[src/common/nav_framer_pkg.sv]
// constants, register map and types of the navigation message framer
package nav_framer_pkg;
  localparam int CLK_HZ       = 125_000_000;
  localparam int BIT_RATE_BPS = 50;
  localparam int FEC_DEN      = 2;
  localparam int SYM_RATE_SPS = BIT_RATE_BPS * FEC_DEN;
  localparam int SYM_CYCLES   = CLK_HZ / SYM_RATE_SPS;
  localparam int MSG_BITS     = 300;
  localparam int CRC_BITS     = 24;
  localparam int BODY_BITS    = MSG_BITS - CRC_BITS;
  localparam int MSG_SECONDS  = 6;
  localparam int EPH_TX_HOURS = 2;
  localparam int EPH_MSGS     = EPH_TX_HOURS * 3600 / MSG_SECONDS;
  localparam int TOW_WRAP     = 604800 / MSG_SECONDS;
  localparam logic [7:0] PREAMBLE  = 8'h8B;
  localparam logic [5:0] TYPE_DFLT = 6'h00;
  localparam logic [5:0] TYPE_EPH1 = 6'h0A;
  localparam logic [5:0] TYPE_EPH2 = 6'h0B;
  // first bit numbers of fields, bit 1 sent first
  localparam int F_PRE   = 1;
  localparam int F_ID    = 9;
  localparam int F_TYPE  = 15;
  localparam int F_TOW   = 21;
  localparam int F_ALERT = 38;
  localparam int F_FILL  = 39;
  localparam int F_WEEK  = 39;
  localparam int F_HLTH  = 52;
  localparam int F_ACC   = 66;
  localparam int F_TOE   = 71;
  localparam int F_INTEG = 272;
  localparam int F_PHASE = 273;
  localparam int FILL_BITS = BODY_BITS - F_FILL + 1;
  // register byte offsets
  localparam logic [7:0] R_CTRL   = 8'h00;
  localparam logic [7:0] R_TXID   = 8'h04;
  localparam logic [7:0] R_TOW    = 8'h08;
  localparam logic [7:0] R_EPH    = 8'h0C;
  localparam logic [7:0] R_COMMIT = 8'h10;
  localparam logic [7:0] R_STATUS = 8'h14;
  localparam logic [7:0] R_PAY    = 8'h20;
  localparam int PAY_WORDS = 8;
  // control and status bit positions
  localparam int C_RUN = 0;
  localparam int C_FAIL = 1;
  localparam int C_ALERT = 2;
  localparam int C_INTEG = 3;
  localparam int C_PHASE = 4;
  localparam int S_PEND = 0;
  localparam int S_STALE = 1;
  localparam int S_TOEERR = 2;
  localparam int S_SEND = 3;
  localparam int S_TYPE = 4;
  typedef enum logic {FR_IDLE, FR_SEND} fr_state_t;
  typedef struct packed {
    logic sym;
    logic sym_strobe;
    logic data_bit;
    logic bit_strobe;
    logic msg_start;
  } stream_t;
endpackage

[src/design/nav_message_framer.sv]
// navigation message framer: apb registers, framing, crc, fec
//
// Design decisions made here: the register addresses and the APB interface to the registers.
`timescale 1ns/1ps
`default_nettype none

module nav_message_framer #(
  parameter int unsigned SYM_CYCLES = nav_framer_pkg::SYM_CYCLES,
  parameter int unsigned EPH_MSGS   = nav_framer_pkg::EPH_MSGS,
  parameter logic [23:0] CRC_POLY   = 24'h800063,
  parameter logic [6:0]  FEC_G1     = 7'h79,
  parameter logic [6:0]  FEC_G2     = 7'h5B
) (
  input  wire logic                    pclk,
  input  wire logic                    presetn,
  input  wire logic                    psel,
  input  wire logic                    penable,
  input  wire logic                    pwrite,
  input  wire logic [7:0]              paddr,
  input  wire logic [31:0]             pwdata,
  output var  logic [31:0]             prdata,
  output var  logic                    pready,
  output var  logic                    pslverr,
  output var  nav_framer_pkg::stream_t tx
);
  if (SYM_CYCLES < 2 || SYM_CYCLES > 24'hFFFFFF) begin : g_chk_sym
    $error("SYM_CYCLES out of range");
  end
  if (EPH_MSGS < 1 || EPH_MSGS > 12'hFFF) begin : g_chk_eph
    $error("EPH_MSGS out of range");
  end

  typedef struct packed {
    nav_framer_pkg::fr_state_t st;
    logic                      run;
    logic                      fail;
    logic                      alert;
    logic                      integ;
    logic                      phase;
    logic [5:0]                txid;
    logic [16:0]               time_of_week_count;
    logic [12:0]               week;
    logic [2:0]                health;
    logic [4:0]                acc;
    logic [10:0]               toe;
    logic [7:0][31:0]          payload;
    logic                      pending;
    logic [5:0]                pend_type;
    logic                      stale;
    logic [11:0]               eph_age;
    logic                      toe_err;
    logic [275:0]              frame;
    logic [8:0]                bit_idx;
    logic                      half;
    logic [23:0]               cnt;
    logic [23:0]               crc;
    logic [5:0]                enc;
    logic                      cur_dflt;
    logic [5:0]                cur_type;
    logic [31:0]               prdata;
    logic                      pready;
    logic                      pslverr;
    nav_framer_pkg::stream_t   tx;
  } state_t;

  state_t s_q;
  state_t s_d;

  function automatic logic [23:0] crc_step(input logic [23:0] c,
                                           input logic b);
    crc_step = {c[22:0], 1'b0} ^ ((c[23] ^ b) ? CRC_POLY : 24'h000000);
  endfunction

  function automatic logic [16:0] tow_next(input logic [16:0] t);
    tow_next = (t == 17'(nav_framer_pkg::TOW_WRAP - 1)) ?
               17'h00000 : t + 17'h00001;
  endfunction

  logic [275:0] fr;
  logic         dflt;
  logic [5:0]   mtype;
  logic         do_load;
  logic         bnd;
  logic         nb;
  logic [7:0]   wa;
  logic         acc_cyc;
  logic [255:0] pay_flat;

  always_comb begin
    fr       = '0;
    dflt     = 1'b0;
    mtype    = nav_framer_pkg::TYPE_DFLT;
    do_load  = 1'b0;
    nb       = 1'b0;
    wa       = paddr;
    pay_flat = s_q.payload;
    s_d      = s_q;
    s_d.tx.sym_strobe = 1'b0;
    s_d.tx.bit_strobe = 1'b0;
    s_d.tx.msg_start  = 1'b0;
    bnd = (s_q.cnt == 24'(SYM_CYCLES - 1));

    // symbol and bit timing
    unique case (s_q.st)
      nav_framer_pkg::FR_IDLE: begin
        s_d.cnt = 24'h000000;
        s_d.enc = 6'h00;
        if (s_q.run) begin
          do_load = 1'b1;
          s_d.st  = nav_framer_pkg::FR_SEND;
        end
      end
      nav_framer_pkg::FR_SEND: begin
        s_d.cnt = bnd ? 24'h000000 : s_q.cnt + 24'h000001;
        if (bnd) begin
          s_d.half          = ~s_q.half;
          s_d.tx.sym_strobe = 1'b1;
          if (s_q.half) begin
            s_d.enc = {s_q.enc[4:0], s_q.tx.data_bit};
            if (s_q.bit_idx == 9'(nav_framer_pkg::MSG_BITS - 1)) begin
              if (s_q.run) begin
                do_load = 1'b1;
              end else begin
                s_d.st = nav_framer_pkg::FR_IDLE;
              end
            end else begin
              s_d.bit_idx       = s_q.bit_idx + 9'h001;
              s_d.tx.bit_strobe = 1'b1;
              if (s_d.bit_idx < 9'(nav_framer_pkg::BODY_BITS)) begin
                nb        = s_q.frame[275];
                s_d.frame = {s_q.frame[274:0], 1'b0};
                s_d.crc   = crc_step(s_q.crc, nb);
              end else begin
                nb      = s_q.crc[23];
                s_d.crc = {s_q.crc[22:0], 1'b0};
              end
              s_d.tx.data_bit = nb;
            end
          end
        end
      end
    endcase

    // message assembly at the start of each slot
    if (do_load) begin
      dflt = !s_q.pending || s_q.fail;
      if ((s_q.pend_type == nav_framer_pkg::TYPE_EPH1 ||
           s_q.pend_type == nav_framer_pkg::TYPE_EPH2) && s_q.stale) begin
        dflt = 1'b1;
      end
      mtype = dflt ? nav_framer_pkg::TYPE_DFLT : s_q.pend_type;
      if (dflt) begin
        fr[nav_framer_pkg::FILL_BITS-1:0] = {119{2'b10}};
      end else begin
        fr[nav_framer_pkg::FILL_BITS-1:0] =
          pay_flat[255 -: nav_framer_pkg::FILL_BITS];
        if (mtype == nav_framer_pkg::TYPE_EPH1) begin
          fr[nav_framer_pkg::BODY_BITS - nav_framer_pkg::F_WEEK -: 13] =
            s_q.week;
          fr[nav_framer_pkg::BODY_BITS - nav_framer_pkg::F_HLTH -: 3] =
            s_q.health;
          fr[nav_framer_pkg::BODY_BITS - nav_framer_pkg::F_ACC -: 5] =
            s_q.acc;
          fr[nav_framer_pkg::BODY_BITS - nav_framer_pkg::F_TOE -: 11] =
            s_q.toe;
          fr[nav_framer_pkg::BODY_BITS - nav_framer_pkg::F_INTEG] =
            s_q.integ;
          fr[nav_framer_pkg::BODY_BITS - nav_framer_pkg::F_PHASE] =
            s_q.phase;
        end
      end
      fr[nav_framer_pkg::BODY_BITS - nav_framer_pkg::F_PRE -: 8] =
        nav_framer_pkg::PREAMBLE;
      fr[nav_framer_pkg::BODY_BITS - nav_framer_pkg::F_ID -: 6] =
        s_q.txid;
      fr[nav_framer_pkg::BODY_BITS - nav_framer_pkg::F_TYPE -: 6] =
        mtype;
      fr[nav_framer_pkg::BODY_BITS - nav_framer_pkg::F_TOW -: 17] =
        s_q.time_of_week_count;
      fr[nav_framer_pkg::BODY_BITS - nav_framer_pkg::F_ALERT] =
        s_q.alert;
      s_d.frame         = {fr[274:0], 1'b0};
      s_d.crc           = crc_step(24'h000000, fr[275]);
      s_d.tx.data_bit   = fr[275];
      s_d.tx.bit_strobe = 1'b1;
      s_d.tx.msg_start  = 1'b1;
      s_d.tx.sym_strobe = 1'b1;
      s_d.bit_idx       = 9'h000;
      s_d.half          = 1'b0;
      s_d.cnt           = 24'h000000;
      s_d.time_of_week_count           = tow_next(s_q.time_of_week_count);
      s_d.pending       = 1'b0;
      s_d.cur_dflt      = dflt;
      s_d.cur_type      = mtype;
      // age counts every slot, so the limit is wall time, not repeats
      if (!s_q.stale) begin
        if (s_q.eph_age == 12'(EPH_MSGS - 1)) begin
          s_d.stale = 1'b1;
        end else begin
          s_d.eph_age = s_q.eph_age + 12'h001;
        end
      end
    end

    // encoder output for the symbol that starts now
    if (s_d.tx.sym_strobe) begin
      s_d.tx.sym = s_d.half ?
        ^(FEC_G2 & {s_d.tx.data_bit, s_d.enc}) :
        ^(FEC_G1 & {s_d.tx.data_bit, s_d.enc});
    end

    // apb slave: one wait state, registers after the engine so that a
    // commit landing on a slot start stays pending for the next slot
    s_d.pready  = 1'b0;
    s_d.pslverr = 1'b0;
    acc_cyc = psel && penable && !s_q.pready;
    if (acc_cyc) begin
      s_d.pready = 1'b1;
      s_d.prdata = 32'h00000000;
      // the payload window is decoded in full so high addresses never alias
      if (wa[1:0] != 2'b00) begin
        s_d.pslverr = 1'b1;
      end else if (wa[7:5] == nav_framer_pkg::R_PAY[7:5]) begin
        if (pwrite) begin
          s_d.payload[3'(7 - int'(wa[4:2]))] = pwdata;
        end else begin
          s_d.prdata = s_q.payload[3'(7 - int'(wa[4:2]))];
        end
      end else begin
        unique case (wa)
          nav_framer_pkg::R_CTRL: begin
            if (pwrite) begin
              s_d.run   = pwdata[nav_framer_pkg::C_RUN];
              s_d.fail  = pwdata[nav_framer_pkg::C_FAIL];
              s_d.alert = pwdata[nav_framer_pkg::C_ALERT];
              s_d.integ = pwdata[nav_framer_pkg::C_INTEG];
              s_d.phase = pwdata[nav_framer_pkg::C_PHASE];
            end
            s_d.prdata[4:0] = {s_q.phase, s_q.integ, s_q.alert,
                               s_q.fail, s_q.run};
          end
          nav_framer_pkg::R_TXID: begin
            if (pwrite) begin
              s_d.txid = pwdata[5:0];
            end
            s_d.prdata[5:0] = s_q.txid;
          end
          nav_framer_pkg::R_TOW: begin
            if (pwrite) begin
              s_d.time_of_week_count = pwdata[16:0];
            end
            s_d.prdata[16:0] = s_q.time_of_week_count;
          end
          nav_framer_pkg::R_EPH: begin
            if (pwrite) begin
              if (pwdata[31:21] != s_q.toe) begin
                s_d.week    = pwdata[12:0];
                s_d.health  = pwdata[15:13];
                s_d.acc     = pwdata[20:16];
                s_d.toe     = pwdata[31:21];
                s_d.stale   = 1'b0;
                s_d.eph_age = 12'h000;
              end else if (pwdata[20:0] !=
                           {s_q.acc, s_q.health, s_q.week}) begin
                s_d.toe_err = 1'b1;
              end
            end
            s_d.prdata = {s_q.toe, s_q.acc, s_q.health, s_q.week};
          end
          nav_framer_pkg::R_COMMIT: begin
            if (pwrite) begin
              s_d.pending   = 1'b1;
              s_d.pend_type = pwdata[5:0];
            end
            s_d.prdata[5:0] = s_q.pend_type;
          end
          nav_framer_pkg::R_STATUS: begin
            // the only set is an orbit write, never in the same cycle
            if (pwrite && pwdata[nav_framer_pkg::S_TOEERR]) begin
              s_d.toe_err = 1'b0;
            end
            s_d.prdata[9:0] = {s_q.cur_type,
                               s_q.st == nav_framer_pkg::FR_SEND,
                               s_q.toe_err, s_q.stale, s_q.pending};
          end
          default: begin
            s_d.pslverr = 1'b1;
          end
        endcase
      end
    end
  end

  always_ff @(posedge pclk or negedge presetn) begin
    if (!presetn) begin
      s_q          <= '0;
      s_q.st       <= nav_framer_pkg::FR_IDLE;
      s_q.stale    <= 1'b1;
    end else begin
      s_q <= s_d;
    end
  end

  assign prdata  = s_q.prdata;
  assign pready  = s_q.pready;
  assign pslverr = s_q.pslverr;
  assign tx      = s_q.tx;

  // helper: crc over all 300 sent bits must come to zero
  logic [23:0] chk_q;
  logic        seen_q;
  always_ff @(posedge pclk or negedge presetn) begin
    if (!presetn) begin
      chk_q  <= 24'h000000;
      seen_q <= 1'b0;
    end else if (s_q.tx.bit_strobe) begin
      chk_q  <= crc_step(s_q.tx.msg_start ? 24'h000000 : chk_q,
                         s_q.tx.data_bit);
      seen_q <= seen_q | s_q.tx.msg_start;
    end
  end

  a_crc_residue: assert property (@(posedge pclk) disable iff (!presetn)
    (s_q.tx.msg_start && seen_q && $past(s_q.st) == nav_framer_pkg::FR_SEND)
    |-> chk_q == 24'h000000)
    else $error("message crc residue not zero");
  a_preamble_lead: assert property (@(posedge pclk) disable iff (!presetn)
    s_q.tx.msg_start |-> s_q.tx.data_bit && s_q.bit_idx == 9'h000 &&
    s_q.frame[275:269] == 7'h0B)
    else $error("message does not open with preamble");
  a_sym_period: assert property (@(posedge pclk) disable iff (!presetn)
    s_q.tx.sym_strobe && !s_q.tx.msg_start |->
    $past(s_q.cnt) == 24'(SYM_CYCLES - 1))
    else $error("symbol period wrong");
  a_bit_two_syms: assert property (@(posedge pclk) disable iff (!presetn)
    s_q.tx.bit_strobe |-> s_q.tx.sym_strobe && !s_q.half)
    else $error("bit does not start on first symbol");
  a_fec_second: assert property (@(posedge pclk) disable iff (!presetn)
    s_q.tx.sym_strobe && s_q.half |->
    s_q.tx.sym == ^(FEC_G2 & {s_q.tx.data_bit, s_q.enc}))
    else $error("second symbol parity wrong");
  a_msg_length: assert property (@(posedge pclk) disable iff (!presetn)
    s_q.tx.bit_strobe && !s_q.tx.msg_start |->
    s_q.bit_idx == $past(s_q.bit_idx) + 9'h001 &&
    s_q.bit_idx < 9'(nav_framer_pkg::MSG_BITS))
    else $error("message length broken");
  a_default_fill: assert property (@(posedge pclk) disable iff (!presetn)
    s_q.st == nav_framer_pkg::FR_SEND && s_q.cur_dflt &&
    s_q.bit_idx >= 9'd38 && s_q.bit_idx <= 9'd275 |->
    s_q.tx.data_bit == !s_q.bit_idx[0])
    else $error("default fill pattern wrong");
  a_default_type: assert property (@(posedge pclk) disable iff (!presetn)
    s_q.tx.msg_start && ($past(s_q.fail) || !$past(s_q.pending)) |->
    s_q.cur_dflt && s_q.cur_type == nav_framer_pkg::TYPE_DFLT)
    else $error("default message not substituted");
  a_stale_orbit: assert property (@(posedge pclk) disable iff (!presetn)
    s_q.tx.msg_start && (s_q.cur_type == nav_framer_pkg::TYPE_EPH1 ||
    s_q.cur_type == nav_framer_pkg::TYPE_EPH2) |-> !$past(s_q.stale))
    else $error("stale orbit data broadcast");
  a_toe_refuse: assert property (@(posedge pclk) disable iff (!presetn)
    psel && penable && !s_q.pready && pwrite &&
    paddr == nav_framer_pkg::R_EPH && pwdata[31:21] == s_q.toe &&
    pwdata[20:0] != {s_q.acc, s_q.health, s_q.week} |=>
    s_q.toe_err && $stable(s_q.week))
    else $error("orbit change without new reference time");
endmodule // nav_message_framer
`default_nettype wire

[config.mk]
export PLATFORM = sky130hd
export DESIGN_NAME = nav_message_framer
export DESIGN_NICKNAME = d
export VERILOG_FILES = /design/src/common/nav_framer_pkg.sv /design/src/design/nav_message_framer.sv
export SDC_FILE = /design/constraint.sdc
export NUM_CORES = 1
export LEC_CHECK = 0
export ABC_AREA = 1
export BUFFER_PORTS_ARGS = -buffer_cell sky130_fd_sc_hd__buf_2
export CORE_ASPECT_RATIO = 1.2
export CORE_MARGIN = 2
export CORE_UTILIZATION = 60
export DETAILED_ROUTE_END_ITERATION = 7
export PLACE_DENSITY = 0.74
export SYNTH_ARGS = -nofsm -noshare
export SYNTH_HDL_FRONTEND = slang
export SYNTH_SLANG_ARGS = --single-unit
export TNS_END_PERCENT = 10
[constraint.sdc]
create_clock -name pclk -period 2.8 [get_ports pclk]
set_input_delay 0.14 -clock pclk [delete_from_list [all_inputs] [get_ports pclk]]
set_output_delay 0.14 -clock pclk [all_outputs]
set_load 0.005 [all_outputs]
==> flow_metrics.tcl, run 1 <==
set metrics [dict create \
    vias_per_cell 6.30 \
    yosysWarningCount 0 \
    path_cells "ha_1 > nand3_1 > nor2_4 > nand3_4 > inv_2 > nand3_2 > nand2_8 > buf_12 > nor2_4 > buf_12 > buf_12 > a22oi_1 > o21ai_1" \
    cp_data_arrival_time_ns 3.17 \
    clk_latency_ns 0.62 \
    drive_gt1_frac 0.0958 \
    nNetsFinal 3782 \
    gr-total-overflow 0 \
    cts_made_buffers 73 \
    synthFlopType "dfrtp_1" \
    max_stage_delay_ns 0.38 \
    drc 0 \
    setup_viol 0 \
    outcome "completed" \
    timing.final.crit_share 0.959 \
    cp_max_fo 54 \
    fin_area_um2 36800 \
    ys_seq_area_frac 0.550 \
    end_kind "flop" \
    syn_inst 3830 \
    syn_area_um2 32900 \
    seq_power_share 0.470 \
    avgSynthCellArea_um2 8.58 \
    postPlaceCellArea_um2 33500 \
    dp.cells 4324 \
    finalNonFillerCells 4506 \
    fill_cells 4173 \
    mostFrequentLayoutCells "928 x nand2_1, 721 x dfrtp_1, 363 x nor2_1, 275 x o21ai_0, 189 x a21oi_1" \
    track_usage 0.361 \
    slowest_stage "dfrtp_1" \
    path_buf_inv 4 \
    reg2reg_from "s_q[76]" \
    gp_congestion 0.965 \
    worstReg2RegEnd "s_q[364]" \
    cts_tree "built" \
    wire_per_inst_um 22.6 \
    r2r_setup_slack_ns 0.11 \
    area_delta_synth_final_pct 12.0 \
    max_freq_mhz 372 \
    power_switching_mw 5.07 \
    ant_nets 0 \
    die-width_um 218 \
    totalPowerFinal_mw 22.7 \
    cp.required_ns 3.29 \
    wl_met3_um 9880 \
    setup_ws_ns 0.114 \
    cp_common_cell "buf_12" \
    wl_met1_um 38400 \
    powerDensity_nw_per_um2 616 \
    path_clk_slew_ns 0.06 \
    dieHeight_um 260 \
    antenna_found_initial 2 \
    preCtsSetupSlack_ns 0.0744 \
    hpwl_um 66000 \
    maxCapViolCount 0 \
    fin_skew_ns 0.0321 \
    p_int_mw 17.6 \
    post-route-util 0.683 \
    num_rows 93 \
    final_common_cell "nand2_1" \
    num_io_pins 84 \
    ys_ff_latch 722 \
    first_pass_iters 6 \
    hold_viol 0 \
    synth_edf_count 0 \
    worst_slew_pin_slew_ns 0.798 \
    clock_tree.root_cell "clkbuf_16" \
    startpoint_type "flop" \
    cts_num_sinks 722 \
    initial_core_util 0.610 \
    pwr-share-clk 0.487 \
    post-route-min-period_ns 2.69 \
    grt_start_max_net_pins 134 \
    vias 28400 \
    min_path_type "input pin to asynchronous set/reset pin" \
    drt_iter0_markers 3324 \
    synthArstFlopShare 1.00 \
    slew_headroom 0.468 \
    p_leak_nw 16.6 \
    coreArea_um2 53900 \
    clock_path_buffers 3 \
    dr_wl_met2_um 47200 \
    syn_nets 3879 \
    drv_slew 0 \
    die_area_um2 56700 \
    path_delay_family "simple AND/OR/NAND/NOR gates" \
    grt_pass1_vias 27800 \
    wl_um 102000 \
    path_class "flop to flop" \
    peakVddDrop_mv 0.516 \
    hold_slack_ns 0.0349 \
    grt_pass1_wl_um 158000 \
    cts_max_level 3 \
    p_sw_frac 0.224 \
    tns_ns 0 \
    ys_types 50 \
    rr_worst_depth 13 \
    maxUsedRoutingLayer "met5" \
    share_comb_of_total_power 0.043 \
    io_buffers 83 \
]
## power by group through the flow
stage	Clock [mW]	Combinational [mW]	Sequential [mW]
after floorplan	0	0.417	10.8
after global placement	0	0.899	10.8
after detailed placement	0	0.919	10.8
after CTS	11.1	0.964	10.6
after global routing	11.5	1.06	10.6
final	11.0	0.976	10.6
## state kept, by name, summed over array words and instances, names as in the netlist
| name | count |
|---|---|
| pslverr | 1 |
| prdata | 32 |
| tx | 5 |
| pready | 1 |
| pay_flat | 256 |
| s_q | 427 |
## cell type report
class / instances / area [um^2] / area share
Sequential cell: 722 / 18100 / 0.491
Multi-Input combinational cell: 2509 / 12300 / 0.335
Clock buffer: 97 / 2110 / 0.0574
Timing Repair Buffer: 225 / 2000 / 0.0544
Tap cell: 712 / 891 / 0.0242
Inverter: 202 / 787 / 0.0214
Clock inverter: 36 / 606 / 0.0165
Antenna cell: 3 / 7.51 / 0.000204
## timing repair
| item | in CTS | in global routing |
|---|---|---|
| hold buffers | 34 | 0 |
| hold endpoints to repair | 659 | 0 |
| setup endpoints to repair | 0 | 214 |
| buffers inserted | 0 | 9 |
| resized for setup | 0 | 20 |
## cells by family (layout without fill, tap and decap cells)
logic type      count (synthesis)  in the layout  synth area share
compound gates                920            920             0.169
xor+xnor                       30             30           0.00800
fa+ha+maj                       4              4           0.00152
buf+inv                       600            560            0.0789
flops                         722            722             0.550
mux                             5              5           0.00171
other cells                     0              3                 0
simple gates                 1549           1550             0.191
## Yosys cell counts, types with 20 or more instances
library cell  number  area [um^2]
nor3_1            38          190
o31ai_1          114          856
a22oi_1          102          766
clkbuf_1         231          867
buf_4             51          383
a21oi_1          189          946
nand4_1           42          263
nand2_1          930         3490
a31oi_1          151          945
nand3_1          132          661
inv_1            189          709
nor2_1           371         1390
o22ai_1           20          125
buf_2            100          500
xor2_1            24          210
o21ai_0          275         1380
dfrtp_1          721        18000
## worst max-delay path by stage
| stage | cells after the start | start | slack [ns] | to |
|---|---|---|---|---|
| 3_5_place_dp | 14 | s_q[76] | 0.07 | s_q[173] |
| 3_3_place_gp | 14 | s_q[76] | 0.21 | s_q[225] |
| 5_1_grt | 13 | s_q[76] | -0.07 | s_q[358] |
| 6_report | 13 | s_q[76] | 0.11 | s_q[364] |
| 2_1_floorplan | 15 | s_q[76] | 0.68 | s_q[397] |
| 4_1_cts | 14 | s_q[76] | 0.01 | s_q[367] |
## per-layer routing
layer  vias up  GRT usage
li1      12600          -
met1     13700      0.474
met2      1697      0.564
met3       358     0.0631
met4         2      0.218
met5         -          0
Power figures use the tool's default switching activity.
==> run 2, diff against run 1 <==
- ABC_AREA: 1 -> not set
==> run 2 against run 1 <==
- register-to-register slack worse by 0.03 ns
- synthesized cell count decreased by 20%
- critical path type unchanged
- global-route usage is 3.1 points lower
==> flow_metrics.tcl, run 2 <==
set metrics [dict create \
    ys_ff_latch 722 \
    synthFlopType "dfrtp_1" \
    grt_start_max_net_pins 123 \
    initial_core_util 0.608 \
    drv_slew 0 \
    rsz0062_at_grt "yes" \
    drive_gt1_frac 0.220 \
    yosysWarningCount 0 \
    regMostFlops "s_q" \
    die_area_um2 57600 \
    yosysMostFrequentCell "dfrtp_1" \
    max_freq_mhz 368 \
    seq_area_um2 18100 \
    nNetsFinal 3043 \
    cts_tree "built" \
    startpoint_type "flop" \
    synthArstFlopShare 1.00 \
    synth_edf_count 0 \
    fin_area_um2 37500 \
    multi_input_area_um2 13500 \
    avgSynthCellArea_um2 10.9 \
    largest_register_ffs 427 \
    cp_data_arrival_time_ns 3.25 \
    cp.required_ns 3.33 \
    ys_seq_area_frac 0.541 \
    clk_latency_ns 0.63 \
    vias 24400 \
    antenna_found_initial 4 \
    final_common_cell "dfrtp_1" \
    p_leak_nw 16.5 \
    num_io_pins 84 \
    drc 0 \
    post-route-min-period_ns 2.72 \
    path_cells "ha_1 > nand3_1 > nand4b_2 > nor3_4 > o21ai_4 > inv_4 > o21ai_4 > buf_4 > buf_12 > buf_16 > nand2_1 > o21ai_1" \
    cts_max_level 3 \
    fill_cells 3892 \
    hold_viol 0 \
    dieHeight_um 262 \
    grt_pass1_vias 24600 \
    wl_um 95000 \
    vias_per_cell 6.48 \
    hpwl_um 60800 \
    setup_ws_ns 0.0791 \
    gp_congestion 0.983 \
    path_class "flop to flop" \
    setup_viol 0 \
    clock_path_buffers 3 \
    post-route-util 0.683 \
    io_buffers 83 \
    end_kind "flop" \
    coreArea_um2 54900 \
    slew_headroom 0.513 \
    cts_num_sinks 722 \
    use_met1 0.448 \
    drt_iter0_markers 2463 \
    syn_nets 3115 \
    wire_per_inst_um 25.2 \
    yosysTopAreaCell "dfrtp_1" \
    min_path_type "input pin to flop" \
    globalRouteMet3Util 0.0642 \
    timing.final.crit_share 0.972 \
    outcome "completed" \
    busiest_layer "met2" \
    worst_slew_pin_slew_ns 0.731 \
    syn_area_um2 33400 \
    fin_skew_ns 0.0383 \
    synth_top_area_frac 0.540 \
    gr-total-overflow 0 \
    gr-usage-met2 0.507 \
    num_rows 94 \
    cp_common_cell "o21ai_4" \
    maxCapViolCount 0 \
    slowest_stage "dfrtp_1" \
    first_pass_iters 7 \
    die-width_um 219 \
    grt_pass1_wl_um 146000 \
    syn_inst 3066 \
    cts_made_buffers 73 \
    synth_area_leaders "dfrtp_1 54%, mux2_2 5.7%, nand2_1 4.5%" \
    mostFrequentLayoutCells "719 x dfrtp_1, 398 x nand2_1, 204 x a21oi_1, 170 x mux2_2, 129 x a22oi_1" \
    peakVddDrop_mv 0.609 \
    cp_max_fo 45 \
    track_usage 0.330 \
    post_synth_most_frequent_cells "721 x dfrtp_1, 398 x nand2_1, 266 x clkbuf_1, 204 x a21oi_1, 170 x mux2_2" \
    powerDensity_nw_per_um2 580 \
    postPlaceCellArea_um2 34300 \
    preCtsSetupSlack_ns 0.0180 \
    ys_types 67 \
    clock_tree.root_cell "clkbuf_16" \
    area_delta_synth_final_pct 12.3 \
    path_clk_slew_ns 0.06 \
    max_stage_delay_ns 0.43 \
    ant_nets 0 \
]
-- run 2: logic make-up after synthesis --
group	synth area share
buf+inv	0.0592
simple gates	0.107
xor+xnor	0.0210
fa+ha+maj	0.00150
flops	0.541
mux	0.130
compound gates	0.141
-- run 2: area by class of cell --
type | instances | share of cell area
multi-input cells | 1931 | 0.359
flip-flops and latches | 722 | 0.482
repair buffers | 256 | 0.0670
well taps | 720 | 0.0240
diodes | 2 | 0.000133
clock inverters | 23 | 0.00774
inverters | 10 | 0.00107
clock buffers | 109 | 0.0586
-- run 2: per-stage QoR --
step / hold slack, ns / power (mW) / cells / setup TNS, ns
after CTS: 0.0296 / 21.9 / 3751 / 0
after floorplan: -0.156 / 11.2 / 3066 / 0
after global routing: 0.0347 / 22.4 / 3772 / -0.865
after detailed placement: 0.0685 / 11.7 / 3584 / 0
after global placement: 0.0656 / 11.7 / 3584 / 0
final: 0.0587 / 21.8 / 3773 / 0
-- run 2: report_power, final --
group / total (mW) / leakage (nW) / switching [mW] / internal [mW]
combinational: 1.04 / 5.35 / 0.698 / 0.345
sequential: 10.6 / 9.93 / 0.0669 / 10.5
clock: 10.2 / 1.22 / 4.16 / 5.99
-- run 2: per-layer routing --
metal  vias to the layer above  wire, um
met1                     12400     38300
met3                       253      7410
met4                         2      5110
met5                         -        13
li1                      10700         -
met2                      1090     44200
-- run 2: critical path, delay by kind of cell (launching register included) --
family,cells,cell delay (ns)
fa+ha+maj,1,0.28
flops,1,0.43
compound gates,3,0.69
simple gates,4,0.46
buf+inv,4,0.74
-- run 2: worst paths after layout --
path	start	to	slack, ns	cells past startpoint
max	s_q[76]	s_q[251]	0.08	12
min	pwdata[9]	pay_flat[41]	0.06	3
max reg2reg	s_q[76]	s_q[251]	0.08	12
min reg2reg	pay_flat[214]	pay_flat[214]	0.40	0
max in group asynchronous	presetn	s_q[314]	1.10	4
min in group asynchronous	presetn	prdata[28]	0.55	3
-- run 2: timing repair --
action | CTS | global route
hold endpoints to repair | 794 | 0
hold buffers | 35 | 0
resized for setup | 0 | 19
setup buffers | 0 | 13
setup endpoints to repair | 0 | 331
